<file path="config.mk">
export PLATFORM = sky130hd
export DESIGN_NAME = pnb_top
export DESIGN_NICKNAME = d
export VERILOG_FILES = /design/src/logic/pnb_pkg.sv /design/src/logic/pnb_top.sv /design/src/logic/pnb_opnd_sel.sv
export SDC_FILE = /design/constraint.sdc
export NUM_CORES = 1
export LEC_CHECK = 0
export BUFFER_PORTS_ARGS = -buffer_cell sky130_fd_sc_hd__buf_4
export CAP_MARGIN = 15
export CORE_MARGIN = 3
export CORE_UTILIZATION = 58
export DETAILED_ROUTE_END_ITERATION = 6
export MAX_ROUTING_LAYER = met4
export PLACE_DENSITY = 0.94
export SLEW_MARGIN = 20
export SYNTH_ARGS = -nofsm -noshare
export SYNTH_HDL_FRONTEND = slang
export SYNTH_SLANG_ARGS = --single-unit
</file>
<file path="constraint.sdc">
create_clock -name CLK_SYS -period 17.9 [get_ports CLK_SYS]
set_input_delay 2.685 -clock CLK_SYS [delete_from_list [all_inputs] [get_ports CLK_SYS]]
set_output_delay 2.685 -clock CLK_SYS [all_outputs]
set_load 0.005 [all_outputs]
</file>
<file path="src/logic/pnb_pkg.sv">
// pnb_pkg: constants and types shared by the scan-instruction datapath.
// Assumes a single scan clock domain. The package itself holds no logic.
package pnb_pkg;

  // ==========================================================================
  // widths
  localparam int DATA_W = 16;
  localparam int OPND_W = 32;
  localparam int NIB_W = 4;
  localparam int DIGIT_CNT_W = 4;
  localparam logic [3:0] DIGITS_MAX_16 = 4'h4; // digit_group_four
  localparam logic [3:0] DIGITS_MAX_32 = 4'h8; // digit_group_eight
  localparam logic [3:0] DIGITS_MIN = 4'h1; // digit_group_one

  // ==========================================================================
  // decimal range
  localparam logic [15:0] DEC_MAX = 16'h270F; // 9999
  localparam logic [3:0] NIB_MAX = 4'h9;

  // ==========================================================================
  // reset values
  localparam logic [15:0] DATA_RST = 16'h0000;

  // ==========================================================================
  // instruction codes
  typedef enum logic [3:0] {
    OP_NOP        = 4'h0,
    OP_SIGN_INV   = 4'h1, // sign_invert_op
    OP_SIGN_INV_P = 4'h2, // sign_invert_pulse_op
    OP_BIN2DEC    = 4'h3,
    OP_BIN2DEC_P  = 4'h4, // bin_to_decimal_pulse_op
    OP_DEC2BIN    = 4'h5,
    OP_DEC2BIN_P  = 4'h6, // decimal_to_bin_pulse_op
    OP_CMP        = 4'h7
  } pnb_op_t;

  typedef enum logic [2:0] {
    REL_EQ = 3'h0,
    REL_NE = 3'h1,
    REL_GT = 3'h2,
    REL_LE = 3'h3,
    REL_LT = 3'h4,
    REL_GE = 3'h5
  } pnb_rel_t;

  // load_contact, series and parallel forms
  typedef enum logic [1:0] {
    FORM_LOAD     = 2'h0,
    FORM_SERIES   = 2'h1,
    FORM_PARALLEL = 2'h2
  } pnb_form_t;

  typedef enum logic [1:0] {
    SRC_WORD  = 2'h0,
    SRC_BITS  = 2'h1,
    SRC_CONST = 2'h2
  } pnb_src_t;

endpackage

</file>
<file path="src/logic/pnb_top.sv">
// pnb_top: scan datapath for sign inversion, binary/decimal conversion and
// signed 32-bit compare contacts. Requests come one per cycle from the scan
// sequencer on the same clock; answers appear one cycle later.
//
// Functional notes
// - sign inversion writes the two's-complement negation of the 16-bit destination value back.
// - binary-to-decimal turns a value 0 to 9999 into four packed decimal digits.
// - decimal-to-binary turns four packed decimal digits 0 to 9999 into a binary integer.
// - the 32-bit compare treats both operands as signed, bit 31 set meaning negative.
// - there are six relations each in load, series and parallel form, 18 variants.
// - a compare acts as a normally open contact that conducts only when its relation holds.
// - load and parallel forms are evaluated every scan and combine like plain contacts.
// - the series form is evaluated only when the preceding rung state is on and is ANDed with it.
// - a bit-device digit unit selects four bits from bit 0 upward, four units giving 16 bits.
// - for 32-bit operands up to eight units select bits 0 to 31.
`timescale 1ns/1ns
module pnb_top #(
  parameter int SLOTS = 16,
  parameter int SLOT_W = 4
) (
  input wire logic CLK_SYS,
  input wire logic RST_N,
  input wire logic OP_VALID,
  input wire pnb_pkg::pnb_op_t OP_CODE,
  input wire logic [SLOT_W-1:0] OP_SLOT,
  input wire logic EXEC_COND,
  input wire pnb_pkg::pnb_rel_t CMP_REL,
  input wire pnb_pkg::pnb_form_t CMP_FORM,
  input wire logic RUNG_IN,
  input wire pnb_pkg::pnb_src_t A_KIND,
  input wire logic [15:0] A_WORD_LO,
  input wire logic [15:0] A_WORD_HI,
  input wire logic [31:0] A_BITS,
  input wire logic [3:0] A_DIGITS,
  input wire logic [31:0] A_CONST,
  input wire pnb_pkg::pnb_src_t B_KIND,
  input wire logic [15:0] B_WORD_LO,
  input wire logic [15:0] B_WORD_HI,
  input wire logic [31:0] B_BITS,
  input wire logic [3:0] B_DIGITS,
  input wire logic [31:0] B_CONST,
  output logic DONE,
  output logic DEST_WE,
  output logic [15:0] DEST_DATA,
  output logic RUNG_OUT,
  output logic CMP_HIT,
  output logic OP_ERR
);
  import pnb_pkg::*;

  // ==========================================================================
  // parameter checks
  if (SLOTS < 1 || SLOTS > (1 << SLOT_W)) begin : g_bad_slots
    $error("SLOTS must be 1 to 2**SLOT_W");
  end

  // ==========================================================================
  // helpers
  function automatic logic [15:0] to_dec(input logic [15:0] v);
    logic [31:0] sh;
    sh = {16'h0000, v};
    for (int i = 0; i < 16; i++) begin
      for (int d = 0; d < 4; d++) begin
        if (sh[16 + d*4 +: 4] > 4'h4) begin
          sh[16 + d*4 +: 4] = sh[16 + d*4 +: 4] + 4'h3;
        end
      end
      sh = sh << 1;
    end
    return sh[31:16];
  endfunction

  function automatic logic [15:0] from_dec(input logic [15:0] v);
    return 16'(v[15:12] * 1000) + 16'(v[11:8] * 100) + 16'(v[7:4] * 10) + 16'(v[3:0]);
  endfunction

  function automatic logic rel_holds(input pnb_rel_t r, input logic [31:0] a,
                                     input logic [31:0] b);
    logic lt;
    logic eq;
    lt = $signed(a) < $signed(b);
    eq = a == b;
    case (r)
      REL_EQ: return eq;
      REL_NE: return !eq;
      REL_GT: return !lt && !eq;
      REL_LE: return lt || eq;
      REL_LT: return lt;
      REL_GE: return !lt;
      default: return 1'b0;
    endcase
  endfunction

  // ==========================================================================
  // operands
  logic [31:0] a_opnd;
  logic [31:0] b_opnd;
  logic a_err;
  logic b_err;
  logic is_cmp;

  assign is_cmp = OP_CODE == OP_CMP;

  pnb_opnd_sel u_sel_a (
    .kind(A_KIND),
    .wide(is_cmp),
    .word_lo(A_WORD_LO),
    .word_hi(A_WORD_HI),
    .bits(A_BITS),
    .digits(A_DIGITS),
    .const_val(A_CONST),
    .opnd(a_opnd),
    .err(a_err)
  );

  pnb_opnd_sel u_sel_b (
    .kind(B_KIND),
    .wide(1'b1),
    .word_lo(B_WORD_LO),
    .word_hi(B_WORD_HI),
    .bits(B_BITS),
    .digits(B_DIGITS),
    .const_val(B_CONST),
    .opnd(b_opnd),
    .err(b_err)
  );

  // ==========================================================================
  // state
  logic prev_cond_r [SLOTS];
  logic done_r, done_nxt;
  logic we_r, we_nxt;
  logic [15:0] data_r, data_nxt;
  logic rung_r, rung_nxt;
  logic hit_r, hit_nxt;
  logic err_r, err_nxt;
  logic slot_we;
  logic prev_hit;
  logic [15:0] a16;

  assign a16 = a_opnd[15:0];
  assign prev_hit = prev_cond_r[OP_SLOT];

  // next values; each instruction slot keeps its own last condition
  always_comb begin
    logic is_pulse;
    logic run;
    logic opnd_bad;
    logic h;
    is_pulse = OP_CODE inside {OP_SIGN_INV_P, OP_BIN2DEC_P, OP_DEC2BIN_P};
    run = EXEC_COND && !(is_pulse && prev_hit);
    opnd_bad = a_err || (is_cmp && b_err);
    h = 1'b0;
    slot_we = OP_VALID && is_pulse;
    done_nxt = OP_VALID;
    we_nxt = 1'b0;
    data_nxt = data_r;
    rung_nxt = rung_r;
    hit_nxt = hit_r;
    err_nxt = 1'b0;
    if (OP_VALID) begin
      case (OP_CODE)
        OP_SIGN_INV, OP_SIGN_INV_P: begin
          if (run && !opnd_bad) begin
            we_nxt = 1'b1;
            data_nxt = 16'(~a16 + 16'h0001);
          end
          err_nxt = run && opnd_bad;
        end
        OP_BIN2DEC, OP_BIN2DEC_P: begin
          // above 9999 the digits cannot represent it: flag, keep destination
          if (run && !opnd_bad && a16 <= DEC_MAX) begin
            we_nxt = 1'b1;
            data_nxt = to_dec(a16);
          end
          err_nxt = run && (opnd_bad || a16 > DEC_MAX);
        end
        OP_DEC2BIN, OP_DEC2BIN_P: begin
          if (run && !opnd_bad && a16[15:12] <= NIB_MAX && a16[11:8] <= NIB_MAX &&
              a16[7:4] <= NIB_MAX && a16[3:0] <= NIB_MAX) begin
            we_nxt = 1'b1;
            data_nxt = from_dec(a16);
          end else begin
            err_nxt = run;
          end
        end
        OP_CMP: begin
          h = rel_holds(CMP_REL, a_opnd, b_opnd) && !opnd_bad;
          err_nxt = opnd_bad;
          case (CMP_FORM)
            FORM_LOAD: begin
              hit_nxt = h;
              rung_nxt = h;
            end
            FORM_SERIES: begin
              // skipped when the rung is already off; the contact then reads open
              hit_nxt = RUNG_IN && h;
              rung_nxt = RUNG_IN && h;
            end
            FORM_PARALLEL: begin
              hit_nxt = h;
              rung_nxt = RUNG_IN || h;
            end
            default: begin
              hit_nxt = 1'b0;
              err_nxt = 1'b1;
            end
          endcase
        end
        default: begin
          err_nxt = OP_CODE != OP_NOP;
        end
      endcase
    end
  end

  // registers; the slot memory only remembers pulse-variant conditions
  always_ff @(posedge CLK_SYS) begin
    if (!RST_N) begin
      for (int i = 0; i < SLOTS; i++) begin
        prev_cond_r[i] <= 1'b0;
      end
      done_r <= 1'b0;
      we_r <= 1'b0;
      data_r <= DATA_RST;
      rung_r <= 1'b0;
      hit_r <= 1'b0;
      err_r <= 1'b0;
    end else begin
      if (slot_we) begin
        prev_cond_r[OP_SLOT] <= EXEC_COND;
      end
      done_r <= done_nxt;
      we_r <= we_nxt;
      data_r <= data_nxt;
      rung_r <= rung_nxt;
      hit_r <= hit_nxt;
      err_r <= err_nxt;
    end
  end

  assign DONE = done_r;
  assign DEST_WE = we_r;
  assign DEST_DATA = data_r;
  assign RUNG_OUT = rung_r;
  assign CMP_HIT = hit_r;
  assign OP_ERR = err_r;

  // ==========================================================================
  // assertions
  logic a_eq_b;
  assign a_eq_b = a_opnd == b_opnd;

  property p_neg;
    @(posedge CLK_SYS) disable iff (!RST_N)
    OP_VALID && OP_CODE == OP_SIGN_INV && EXEC_COND && !a_err
      |=> DEST_WE && DEST_DATA + $past(a16) == 16'h0000;
  endproperty
  a_neg: assert property (p_neg) else $error("negation result wrong");

  property p_b2d;
    @(posedge CLK_SYS) disable iff (!RST_N)
    OP_VALID && OP_CODE == OP_BIN2DEC && EXEC_COND && !a_err && a16 <= DEC_MAX
      |=> DEST_WE && from_dec(DEST_DATA) == $past(a16);
  endproperty
  a_b2d: assert property (p_b2d) else $error("decimal code wrong");

  property p_d2b;
    @(posedge CLK_SYS) disable iff (!RST_N)
    OP_VALID && OP_CODE == OP_DEC2BIN && EXEC_COND && !a_err && a16 == 16'h9999
      |=> DEST_WE && DEST_DATA == DEC_MAX;
  endproperty
  a_d2b: assert property (p_d2b) else $error("binary from decimal wrong");

  property p_signed;
    @(posedge CLK_SYS) disable iff (!RST_N)
    OP_VALID && is_cmp && CMP_FORM == FORM_LOAD && CMP_REL == REL_LT &&
      a_opnd[31] && !b_opnd[31] && !a_err && !b_err |=> CMP_HIT;
  endproperty
  a_signed: assert property (p_signed) else $error("negative not below positive");

  property p_eq_contact;
    @(posedge CLK_SYS) disable iff (!RST_N)
    OP_VALID && is_cmp && CMP_FORM == FORM_LOAD && CMP_REL == REL_EQ && !a_err && !b_err
      |=> CMP_HIT == $past(a_eq_b) && RUNG_OUT == CMP_HIT;
  endproperty
  a_eq_contact: assert property (p_eq_contact) else $error("equal contact wrong");

  property p_parallel;
    @(posedge CLK_SYS) disable iff (!RST_N)
    OP_VALID && is_cmp && CMP_FORM == FORM_PARALLEL |=> RUNG_OUT == ($past(RUNG_IN) || CMP_HIT);
  endproperty
  a_parallel: assert property (p_parallel) else $error("parallel form wrong");

  property p_series;
    @(posedge CLK_SYS) disable iff (!RST_N)
    OP_VALID && is_cmp && CMP_FORM == FORM_SERIES && !RUNG_IN |=> !CMP_HIT && !RUNG_OUT;
  endproperty
  a_series: assert property (p_series) else $error("series form conducted");

  property p_pulse_once;
    @(posedge CLK_SYS) disable iff (!RST_N)
    OP_VALID && OP_CODE == OP_SIGN_INV_P && EXEC_COND
      ##1 OP_VALID && OP_CODE == OP_SIGN_INV_P && EXEC_COND && OP_SLOT == $past(OP_SLOT)
      |=> !DEST_WE;
  endproperty
  a_pulse_once: assert property (p_pulse_once) else $error("pulse op ran twice");

  property p_digit_one;
    @(posedge CLK_SYS) disable iff (!RST_N)
    OP_VALID && OP_CODE == OP_SIGN_INV && EXEC_COND && A_KIND == SRC_BITS && A_DIGITS == 4'h1
      |=> DEST_WE && DEST_DATA == 16'(-{12'h000, $past(A_BITS[3:0])});
  endproperty
  a_digit_one: assert property (p_digit_one) else $error("one digit unit wrong");

  property p_wide_pair;
    @(posedge CLK_SYS) disable iff (!RST_N)
    OP_VALID && is_cmp && CMP_FORM == FORM_LOAD && CMP_REL == REL_EQ && A_KIND == SRC_WORD &&
      B_KIND == SRC_BITS && B_DIGITS == 4'h8
      |=> CMP_HIT == ($past({A_WORD_HI, A_WORD_LO}) == $past(B_BITS));
  endproperty
  a_wide_pair: assert property (p_wide_pair) else $error("wide operand forming wrong");

  c_series_hit: cover property (@(posedge CLK_SYS) disable iff (!RST_N)
    OP_VALID && is_cmp && CMP_FORM == FORM_SERIES ##1 CMP_HIT);
  c_b2d_write: cover property (@(posedge CLK_SYS) disable iff (!RST_N)
    OP_VALID && OP_CODE == OP_BIN2DEC_P ##1 DEST_WE);
  c_range_err: cover property (@(posedge CLK_SYS) disable iff (!RST_N)
    OP_VALID && OP_CODE == OP_BIN2DEC ##1 OP_ERR);

endmodule

</file>
<file path="src/logic/pnb_opnd_sel.sv">
// pnb_opnd_sel: forms one operand from a word pair, bit-device digit groups
// or a constant. Purely combinational; the caller registers the results.
`timescale 1ns/1ns
module pnb_opnd_sel
  import pnb_pkg::*;
(
  input wire pnb_pkg::pnb_src_t kind,
  input wire logic wide,
  input wire logic [15:0] word_lo,
  input wire logic [15:0] word_hi,
  input wire logic [31:0] bits,
  input wire logic [3:0] digits,
  input wire logic [31:0] const_val,
  output logic [31:0] opnd,
  output logic err
);

  // ==========================================================================
  // digit mask: each unit takes four more bits from bit 0 upward
  function automatic logic [31:0] digit_mask(input logic [3:0] n);
    logic [31:0] m;
    m = 32'h0000_0000;
    for (int i = 0; i < 8; i++) begin
      if (4'(i) < n) begin
        m[i*4 +: 4] = 4'hF;
      end
    end
    return m;
  endfunction

  // ==========================================================================
  // source select; narrow ops look only at the low word
  always_comb begin
    logic [3:0] lim;
    lim = wide ? DIGITS_MAX_32 : DIGITS_MAX_16;
    err = 1'b0;
    opnd = 32'h0000_0000;
    case (kind)
      SRC_WORD: begin
        opnd = wide ? {word_hi, word_lo} : {16'h0000, word_lo};
      end
      SRC_BITS: begin
        // out-of-range unit counts are flagged, never silently clipped
        err = (digits < DIGITS_MIN) || (digits > lim);
        opnd = bits & digit_mask(digits);
      end
      SRC_CONST: begin
        opnd = wide ? const_val : {16'h0000, const_val[15:0]};
      end
      default: begin
        err = 1'b1;
      end
    endcase
  end

endmodule

</file>
==> run metrics, run 1 <==
CTS Root Cell=clkbuf_16; Slew headroom=0.287; reg2reg end=DEST_DATA[11]; Placed Cells=1,972; WP data required=18.12 ns; crit share post-route=0.932; Cell Area, Synth=0.0114 sq mm; Longest Clk Path Bufs=2; reg2reg setup slack=15.42 ns; Die X=146 um; Primary FF master, synth=dfxtp_1; CP max stage cell=o32a_1; synthesis-to-finish area growth=17.1%; First-pass DRT Iterations=7; Tot GR Track Use=0.357; vias in the first global route=12,479; Post-Syn Nets=1,910; Hold Path Class=flip-flop to flip-flop; commonest cells after routing, fill and taps aside=249 x buf_4, 135 x nand2_1, 135 x ha_1; CP dominant cell by count=ha_1; I/O pin cnt=243; hold_sp=prev_cond_r[0]; first-pass GRT wire length=62,700 um; final core occ=0.704; DR iter-0 viols=1,164; Achievable Freq=0.0599 GHz; largest net degree at the start of global routing=39; detailed-route DRC error count=0; final slew viol count=0; Hold Path End=prev_cond_r[0]; min cycle time layout=16.69 ns; Reg clk slew, reported paths=0.06 ns; drt via density=6.59; Num CTS Buffers=5; endpoint class of the critical path=flip-flop; outcome=complete, no violations; Crit path max-delay family=compound AO/OA/AOI/OAI gates; max-cap violations=0; antenna viol nets, final=0; reg2reg path depth=8; final setup TNS=0 ns; commonest non-fill, non-tap cell in the layout=buf_4; Placement Setup Slack=1.26 ns; Die Height=146 um; Worst path max stage delay=0.52 ns; fin cells=1,986; grt ovf=0; hold buffer count at CTS=0; full die area=0.0215 sq mm; final setup skew=0.00865 ns; dpl hpwl=31,900 um; endpoints failing setup=0; unrepaired setup endpoints after global routing=no; Synth cell types=115; critical path arrival=16.90 ns; routed via count=13,085; share of layout cells above drive strength 1=0.202; final hold violation count=0; sequential area share after synthesis=0.0647; routed wire length=39,400 um; Worst Path Buf+Inv=3; worst-skew pair later-pin latency=0.29 ns; TritonCTS Sinks=37; Worst R2R Start=prev_cond_r[0]; final setup margin=1.21 ns; crit path launch type=input pin; Seq cells post-synth=37; worst-margin pin slew=1.07 ns; Crit Path Max Fanout=35; Yosys warning total=0; Post-CTS Setup Bufs=0; htree depth=2; CTS tree=built; WL/cell=19.8 um; Site Rows=50; syn avg cell area=7.44 sq um; # port buffers=242; post-CTS sizing=0; WHS Path Cells=2; Final nets=2,090; kind of critical path=input pin to flip-flop; initial core utilization=0.602; Core Region=0.0190 sq mm; Syn Inst Count=1,539; number of synthesized flops with an enable pin=0; initial antenna violation count=6; asr flop ratio synth=0; GPL Wtd Cong=1.03
-- worst register-to-register path, stage by stage (launching register included) --
cell and delay, ns:
dfxtp_1 0.32, mux4_2 0.47, mux4_2 0.46, nand2_1 0.10, nand4_1 0.12, nor4b_2 0.26, buf_4 0.32, o21ai_0 0.16
a31oi_1 0.19
-- sequential cells by signal, summed over array words and instances, names as in the netlist --
| signal | cells |
|---|---|
| DEST_DATA | 16 |
| prev_cond_r | 16 |
| CMP_HIT | 1 |
| DEST_WE | 1 |
| DONE | 1 |
| OP_ERR | 1 |
| RUNG_OUT | 1 |
-- metrics by stage --
stage | area [sq um] | hold WS [ns]
after floorplan | 11400 | 0.433
after global placement | 13200 | 0.444
after detailed placement | 13200 | 0.468
after CTS | 13400 | 0.478
after global routing | 13400 | 0.496
final | 13400 | 0.482
-- synthesized netlist by cell type, drive strengths merged (11+ instances only) --
master  count  area share
inv        79       0.026
xor2       13      0.0099
nand4      19       0.010
nand2b     19       0.011
clkbuf     31       0.010
mux2i      99       0.093
nand2     139       0.046
nor4       18       0.011
nor2      125       0.043
dfxtp      37       0.065
a22oi      20       0.014
and3       12      0.0074
o31ai      13       0.010
ha        135        0.15
nor3       61       0.028
xnor2      50       0.041
nand3      50       0.022
fa         14       0.024
and2       14      0.0077
mux2       16       0.017
o21ai     128       0.058
o21a       14      0.0092
o211ai     24       0.017
a211oi     26       0.018
a21oi     112       0.051
a311oi     11       0.010
a31oi      28       0.015
a21o       22       0.014
buf        42       0.023
nor2b      14      0.0077
-- metal layers --
metal,vias up,GRT usage,wire length [um]
li1,6138,-,-
met1,6142,0.411,15200
met2,699,0.614,19300
met3,106,0.0385,2840
met4,0,0.185,2070
met5,-,-,0
-- kinds of logic (layout without fill, tap and decap cells) --
| kind of cell | Yosys count | count (layout) | share of synthesized area |
|---|---|---|---|
| AOI/OAI and AO/OA | 499 | 499 | 0.303 |
| xor gates and xnor gates | 64 | 64 | 0.0531 |
| adders and majority gates | 156 | 156 | 0.178 |
| buffers and inverters | 158 | 339 | 0.0631 |
| DFF | 37 | 37 | 0.0647 |
| muxes | 120 | 120 | 0.120 |
| other | 0 | 6 | 0 |
| and+or+nand+nor | 505 | 505 | 0.218 |
-- final cells by class --
type,count,area (sq um)
Clock buffer,6,129
Fill cell,1530,5620
Inverter,82,313
Multi-Input combinational cell,1344,9990
Timing Repair Buffer,249,1870
Clock inverter,2,10.0
Sequential cell,37,741
Tap cell,260,325
Antenna cell,6,15.0
-- worst max path at each step --
stage	from	endpoint	slack (ns)	cells after the start
after floorplan	A_KIND[1]	DEST_DATA[6]	3.11	59
after global placement	A_KIND[1]	DEST_DATA[6]	1.82	55
after detailed placement	A_KIND[1]	DEST_DATA[6]	1.26	56
after CTS	A_KIND[1]	DEST_DATA[6]	1.49	56
after global routing	A_KIND[1]	DEST_DATA[6]	0.01	56
final	A_KIND[1]	DEST_DATA[6]	1.21	56
Power of run 1 is left out: the tool's default activity adds up to more than one toggle a clock period on the data nets, which glitch-free logic cannot reach.
==> run 2, diff against run 1 <==
- BUFFER_PORTS_ARGS: -buffer_cell sky130_fd_sc_hd__buf_4 -> -buffer_cell sky130_fd_sc_hd__buf_2
- CTS_CLUSTER_DIAMETER: not set -> 80
==> run 2 against run 1 <==
Effect of this change:
- the flow now finishes with violations (DRC)
- maximum frequency shrank 1.9%
- highest routed layer unchanged
- hold slack worse by 0.016 ns
- via count up 0.32%
- critical endpoint unchanged
- sequential cell count did not move
==> run metrics, run 2 (synthesis results as in run 1) <==
outcome=finished, violations left; htree depth=2; hold_sp=prev_cond_r[0]; reg2reg end=DEST_DATA[14]; max-cap violations=0; CTS Root Cell=clkbuf_16; Die Height=146 um; Reg clk slew, reported paths=0.05 ns; crit path launch type=input pin; unrepaired setup endpoints after global routing=no; share of layout cells above drive strength 1=0.204; # port buffers=242; final hold violation count=0; Tot GR Track Use=0.346; antenna viol nets, final=0; CP dominant cell by count=ha_1; routed via count=13,127; detailed-route DRC error count=1; dpl hpwl=31,000 um; initial core utilization=0.602; I/O pin cnt=243; Worst path max stage delay=0.57 ns; Post-CTS Setup Bufs=0; Final nets=2,093; synthesis-to-finish area growth=12.1%; full die area=0.0215 sq mm; Num CTS Buffers=5; worst-margin pin slew=1.06 ns; endpoints failing setup=0; Die X=146 um; endpoint class of the critical path=flip-flop; Slew headroom=0.292; final slew viol count=0; Core Region=0.0190 sq mm; fillcell total=1,562; final setup skew=0.00465 ns; CP max stage cell=o32a_1; GPL Wtd Cong=1.06; Crit Path Max Fanout=22; WP data required=18.10 ns; TritonCTS Sinks=37; critical path arrival=17.21 ns; reg2reg path depth=8; First-pass DRT Iterations=7; WL/cell=19.4 um; kind of critical path=input pin to flip-flop; WHS Path Cells=2; DR iter-0 viols=1,101; routed wire length=38,600 um; crit share post-route=0.950; hold buffer count at CTS=0; Longest Clk Path Bufs=2; CTS tree=built; Site Rows=50; worst-skew pair later-pin latency=0.29 ns; min cycle time layout=17.01 ns; commonest non-fill, non-tap cell in the layout=buf_2; first-pass GRT wire length=60,600 um; Hold Path Class=flip-flop to flip-flop; commonest cells after routing, fill and taps aside=242 x buf_2, 135 x nand2_1, 135 x ha_1; vias in the first global route=12,165; initial antenna violation count=8; failing checks=DRC; final core occ=0.674; grt ovf=0; drt via density=6.60; Hold Path End=prev_cond_r[0]; Worst R2R Start=prev_cond_r[15]; reg2reg setup slack=15.29 ns; largest net degree at the start of global routing=39; Achievable Freq=0.0588 GHz; final setup TNS=0 ns
## run 2: cell count changes in the layout (fill, tap and decap cells not counted), sizes merged
cell   before  now
buf       249  252
diode       6    7
## run 2: worst max-delay path: cells and delay by family
kind            cells  cell delay, ns
buf+inv             4            0.72
fa+ha+maj          10            3.43
xor+xnor            1            0.24
mux                 1            0.24
simple gates       16            3.14
compound gates     24            6.75
## run 2: timing repair
item / in CTS / in global routing
endpoints found under the hold margin: 0 / 0
gates resized for setup: 0 / 1
setup endpoints to repair: 0 / 1
## run 2: through the flow
step	cell area (sq um)	std cells	setup slack [ns]	hold WS [ns]
2_1_floorplan	11400	1539	3.11	0.433
6_report	12800	1990	0.890	0.466
5_1_grt	12800	1990	0.00712	0.497
4_1_cts	12800	1983	1.34	0.473
3_3_place_gp	12700	1975	1.94	0.445
3_5_place_dp	12700	1975	1.18	0.461
## run 2: worst max-delay path by stage
stage	start	to	slack [ns]	cells after the start
6_report	A_KIND[0]	DEST_DATA[6]	0.89	56
5_1_grt	A_KIND[0]	DEST_DATA[6]	0.007	56
4_1_cts	A_KIND[0]	DEST_DATA[6]	1.34	56
3_5_place_dp	A_KIND[0]	DEST_DATA[6]	1.18	56
3_3_place_gp	A_KIND[0]	DEST_DATA[6]	1.94	56
2_1_floorplan	A_KIND[1]	DEST_DATA[6]	3.11	59
## run 2: cell type report
class / count / area (sq um) / share of cell area
clock inverters: 2 / 10.0 / 0.000780
inverters: 82 / 313 / 0.0244
multi-input cells: 1344 / 10000 / 0.780
clock buffers: 6 / 129 / 0.0100
well taps: 260 / 325 / 0.0254
flip-flops and latches: 37 / 741 / 0.0578
diodes: 7 / 17.5 / 0.00137
repair buffers: 252 / 1290 / 0.100
## run 2: layer usage
metal / wire length [um] / vias up / GRT usage
li1: - / 6153 / -
met1: 14600 / 6033 / 0.392
met2: 18400 / 780 / 0.587
met3: 3030 / 161 / 0.0500
met4: 2530 / 0 / 0.190
met5: 0 / - / -
Power of run 2 is left out for the same reason.
==> run 3, diff against run 2 <==
- CORE_UTILIZATION: 58 -> 62
- PLACE_DENSITY: 0.94 -> 0.95
- clock period: 17.9 -> 21.7 ns (I/O delays scaled with it)
==> run 3 against run 2 <==
Effect of this change:
- the flow now finishes without violations
- non-clock buffer count down 1
- via count rose by 1.1%
- clock-buffer cell count increased by 1
- global-route usage is 3.0 points higher
- cell count fell by 1.5%
- register-to-register slack improved by 3.9 ns
- hold slack better by 0.0066 ns
- utilization rose by 3.4 points
- sequential cell count unchanged
==> run metrics, run 3 (synthesis results as in run 1) <==
endpoint class of the critical path=flip-flop; Die Height=142 um; crit share post-route=0.810; First-pass DRT Iterations=6; routed wire length=38,900 um; dpl hpwl=31,200 um; final setup TNS=0 ns; # port buffers=242; reg2reg setup slack=19.14 ns; Worst path max stage delay=0.61 ns; I/O pin cnt=243; full die area=0.0201 sq mm; DR iter-0 viols=1,441; routed via count=13,270; detailed-route DRC error count=0; worst setup path start=A_KIND[1]; final hold violation count=0; CP dominant cell by count=ha_1; CTS Root Cell=clkbuf_16; final slew viol count=0; CP max stage cell=nor4b_1; initial core utilization=0.635; Longest Clk Path Bufs=2; grt ovf=0; outcome=complete, no violations; Crit Path Max Fanout=35; Hold Path Class=flip-flop to flip-flop; Slew headroom=0.230; TritonCTS Sinks=37; WP data required=21.91 ns; commonest cells after routing, fill and taps aside=242 x buf_2, 135 x nand2_1, 135 x ha_1; largest net degree at the start of global routing=39; Crit. path cell count=56; Site Rows=49; Crit path max-delay family=compound AO/OA/AOI/OAI gates; critical path arrival=17.78 ns; Placed Cells=1,943; crit path launch type=input pin; endpoints failing setup=0; Register Area=741 sq um; kind of critical path=input pin to flip-flop; Post-CTS Setup Bufs=0; Die X=142 um; Achievable Freq=0.0569 GHz; initial antenna violation count=10; Final nets=2,092; worst-margin pin slew=1.12 ns; reg2reg path depth=8; Num CTS Buffers=5; Worst Path Buf+Inv=4; drt via density=6.77; fillcell total=1,426; antenna viol nets, final=0; Tot GR Track Use=0.376; unrepaired setup endpoints after global routing=no; Worst R2R Start=prev_cond_r[15]; reg2reg end=DEST_DATA[4]; min cycle time layout=17.57 ns; max-cap violations=0; htree depth=2; first-pass GRT wire length=61,400 um; fin cells=1,960; hold buffer count at CTS=0; worst-skew pair later-pin latency=0.28 ns; WL/cell=19.8 um; Reg clk slew, reported paths=0.05 ns; vias in the first global route=12,331; synthesis-to-finish area growth=11.6%; final setup skew=0.00260 ns; post-CTS sizing=0; Multi-input gate area=0.00999 sq mm; CTS tree=built; GPL Wtd Cong=1.02; commonest non-fill, non-tap cell in the layout=buf_2; share of layout cells above drive strength 1=0.202; crit path to=DEST_DATA[6]; Core Region=0.0180 sq mm
## run 3: changes by cell type in the layout (fill, tap and decap cells not counted), sizes merged
cell and delta:
diode +3, clkinv -2, buf -1, clkbuf +1
## run 3: area by class of cell
cell class              count  area share
clock buffers               7      0.0112
inverters                  82      0.0245
flip-flops and latches     37      0.0580
well taps                 229      0.0224
repair buffers            251       0.100
multi-input cells        1344       0.782
diodes                     10     0.00196
## run 3: tightest hold or removal path: cells and delay by family (launching register included)
family	cells	cell delay [ns]
AO/OA/AOI/OAI	1	0.06
flip-flops	1	0.31
AND/OR/NAND/NOR	1	0.05
## run 3: metal layers
layer / share of wire / up-vias / GRT usage
li1: - / 6167 / -
met1: 0.38 / 6162 / 0.438
met2: 0.48 / 791 / 0.644
met3: 0.078 / 150 / 0.0401
met4: 0.056 / 0 / 0.187
met5: 0 / - / -
## run 3: worst min-delay path by stage
stage                    start  slack, ns               to  cells after the start
2_1_floorplan   prev_cond_r[0]       0.43   prev_cond_r[0]                      2
3_3_place_gp    prev_cond_r[0]       0.45   prev_cond_r[0]                      2
3_5_place_dp   prev_cond_r[15]       0.46  prev_cond_r[15]                      2
4_1_cts         prev_cond_r[8]       0.47   prev_cond_r[8]                      2
5_1_grt        prev_cond_r[14]       0.50  prev_cond_r[14]                      2
6_report       prev_cond_r[15]       0.47  prev_cond_r[15]                      2
## run 3: per-stage QoR
step	instance area (sq um)	setup WS (ns)	hold WS, ns	util
6_report	12800	4.13	0.472	0.709
4_1_cts	12700	4.51	0.470	0.707
3_5_place_dp	12600	4.25	0.461	0.699
2_1_floorplan	11400	6.34	0.433	-
5_1_grt	12800	3.13	0.498	0.709
3_3_place_gp	12600	4.98	0.447	0.699
Power of run 3 is left out for the same reason.
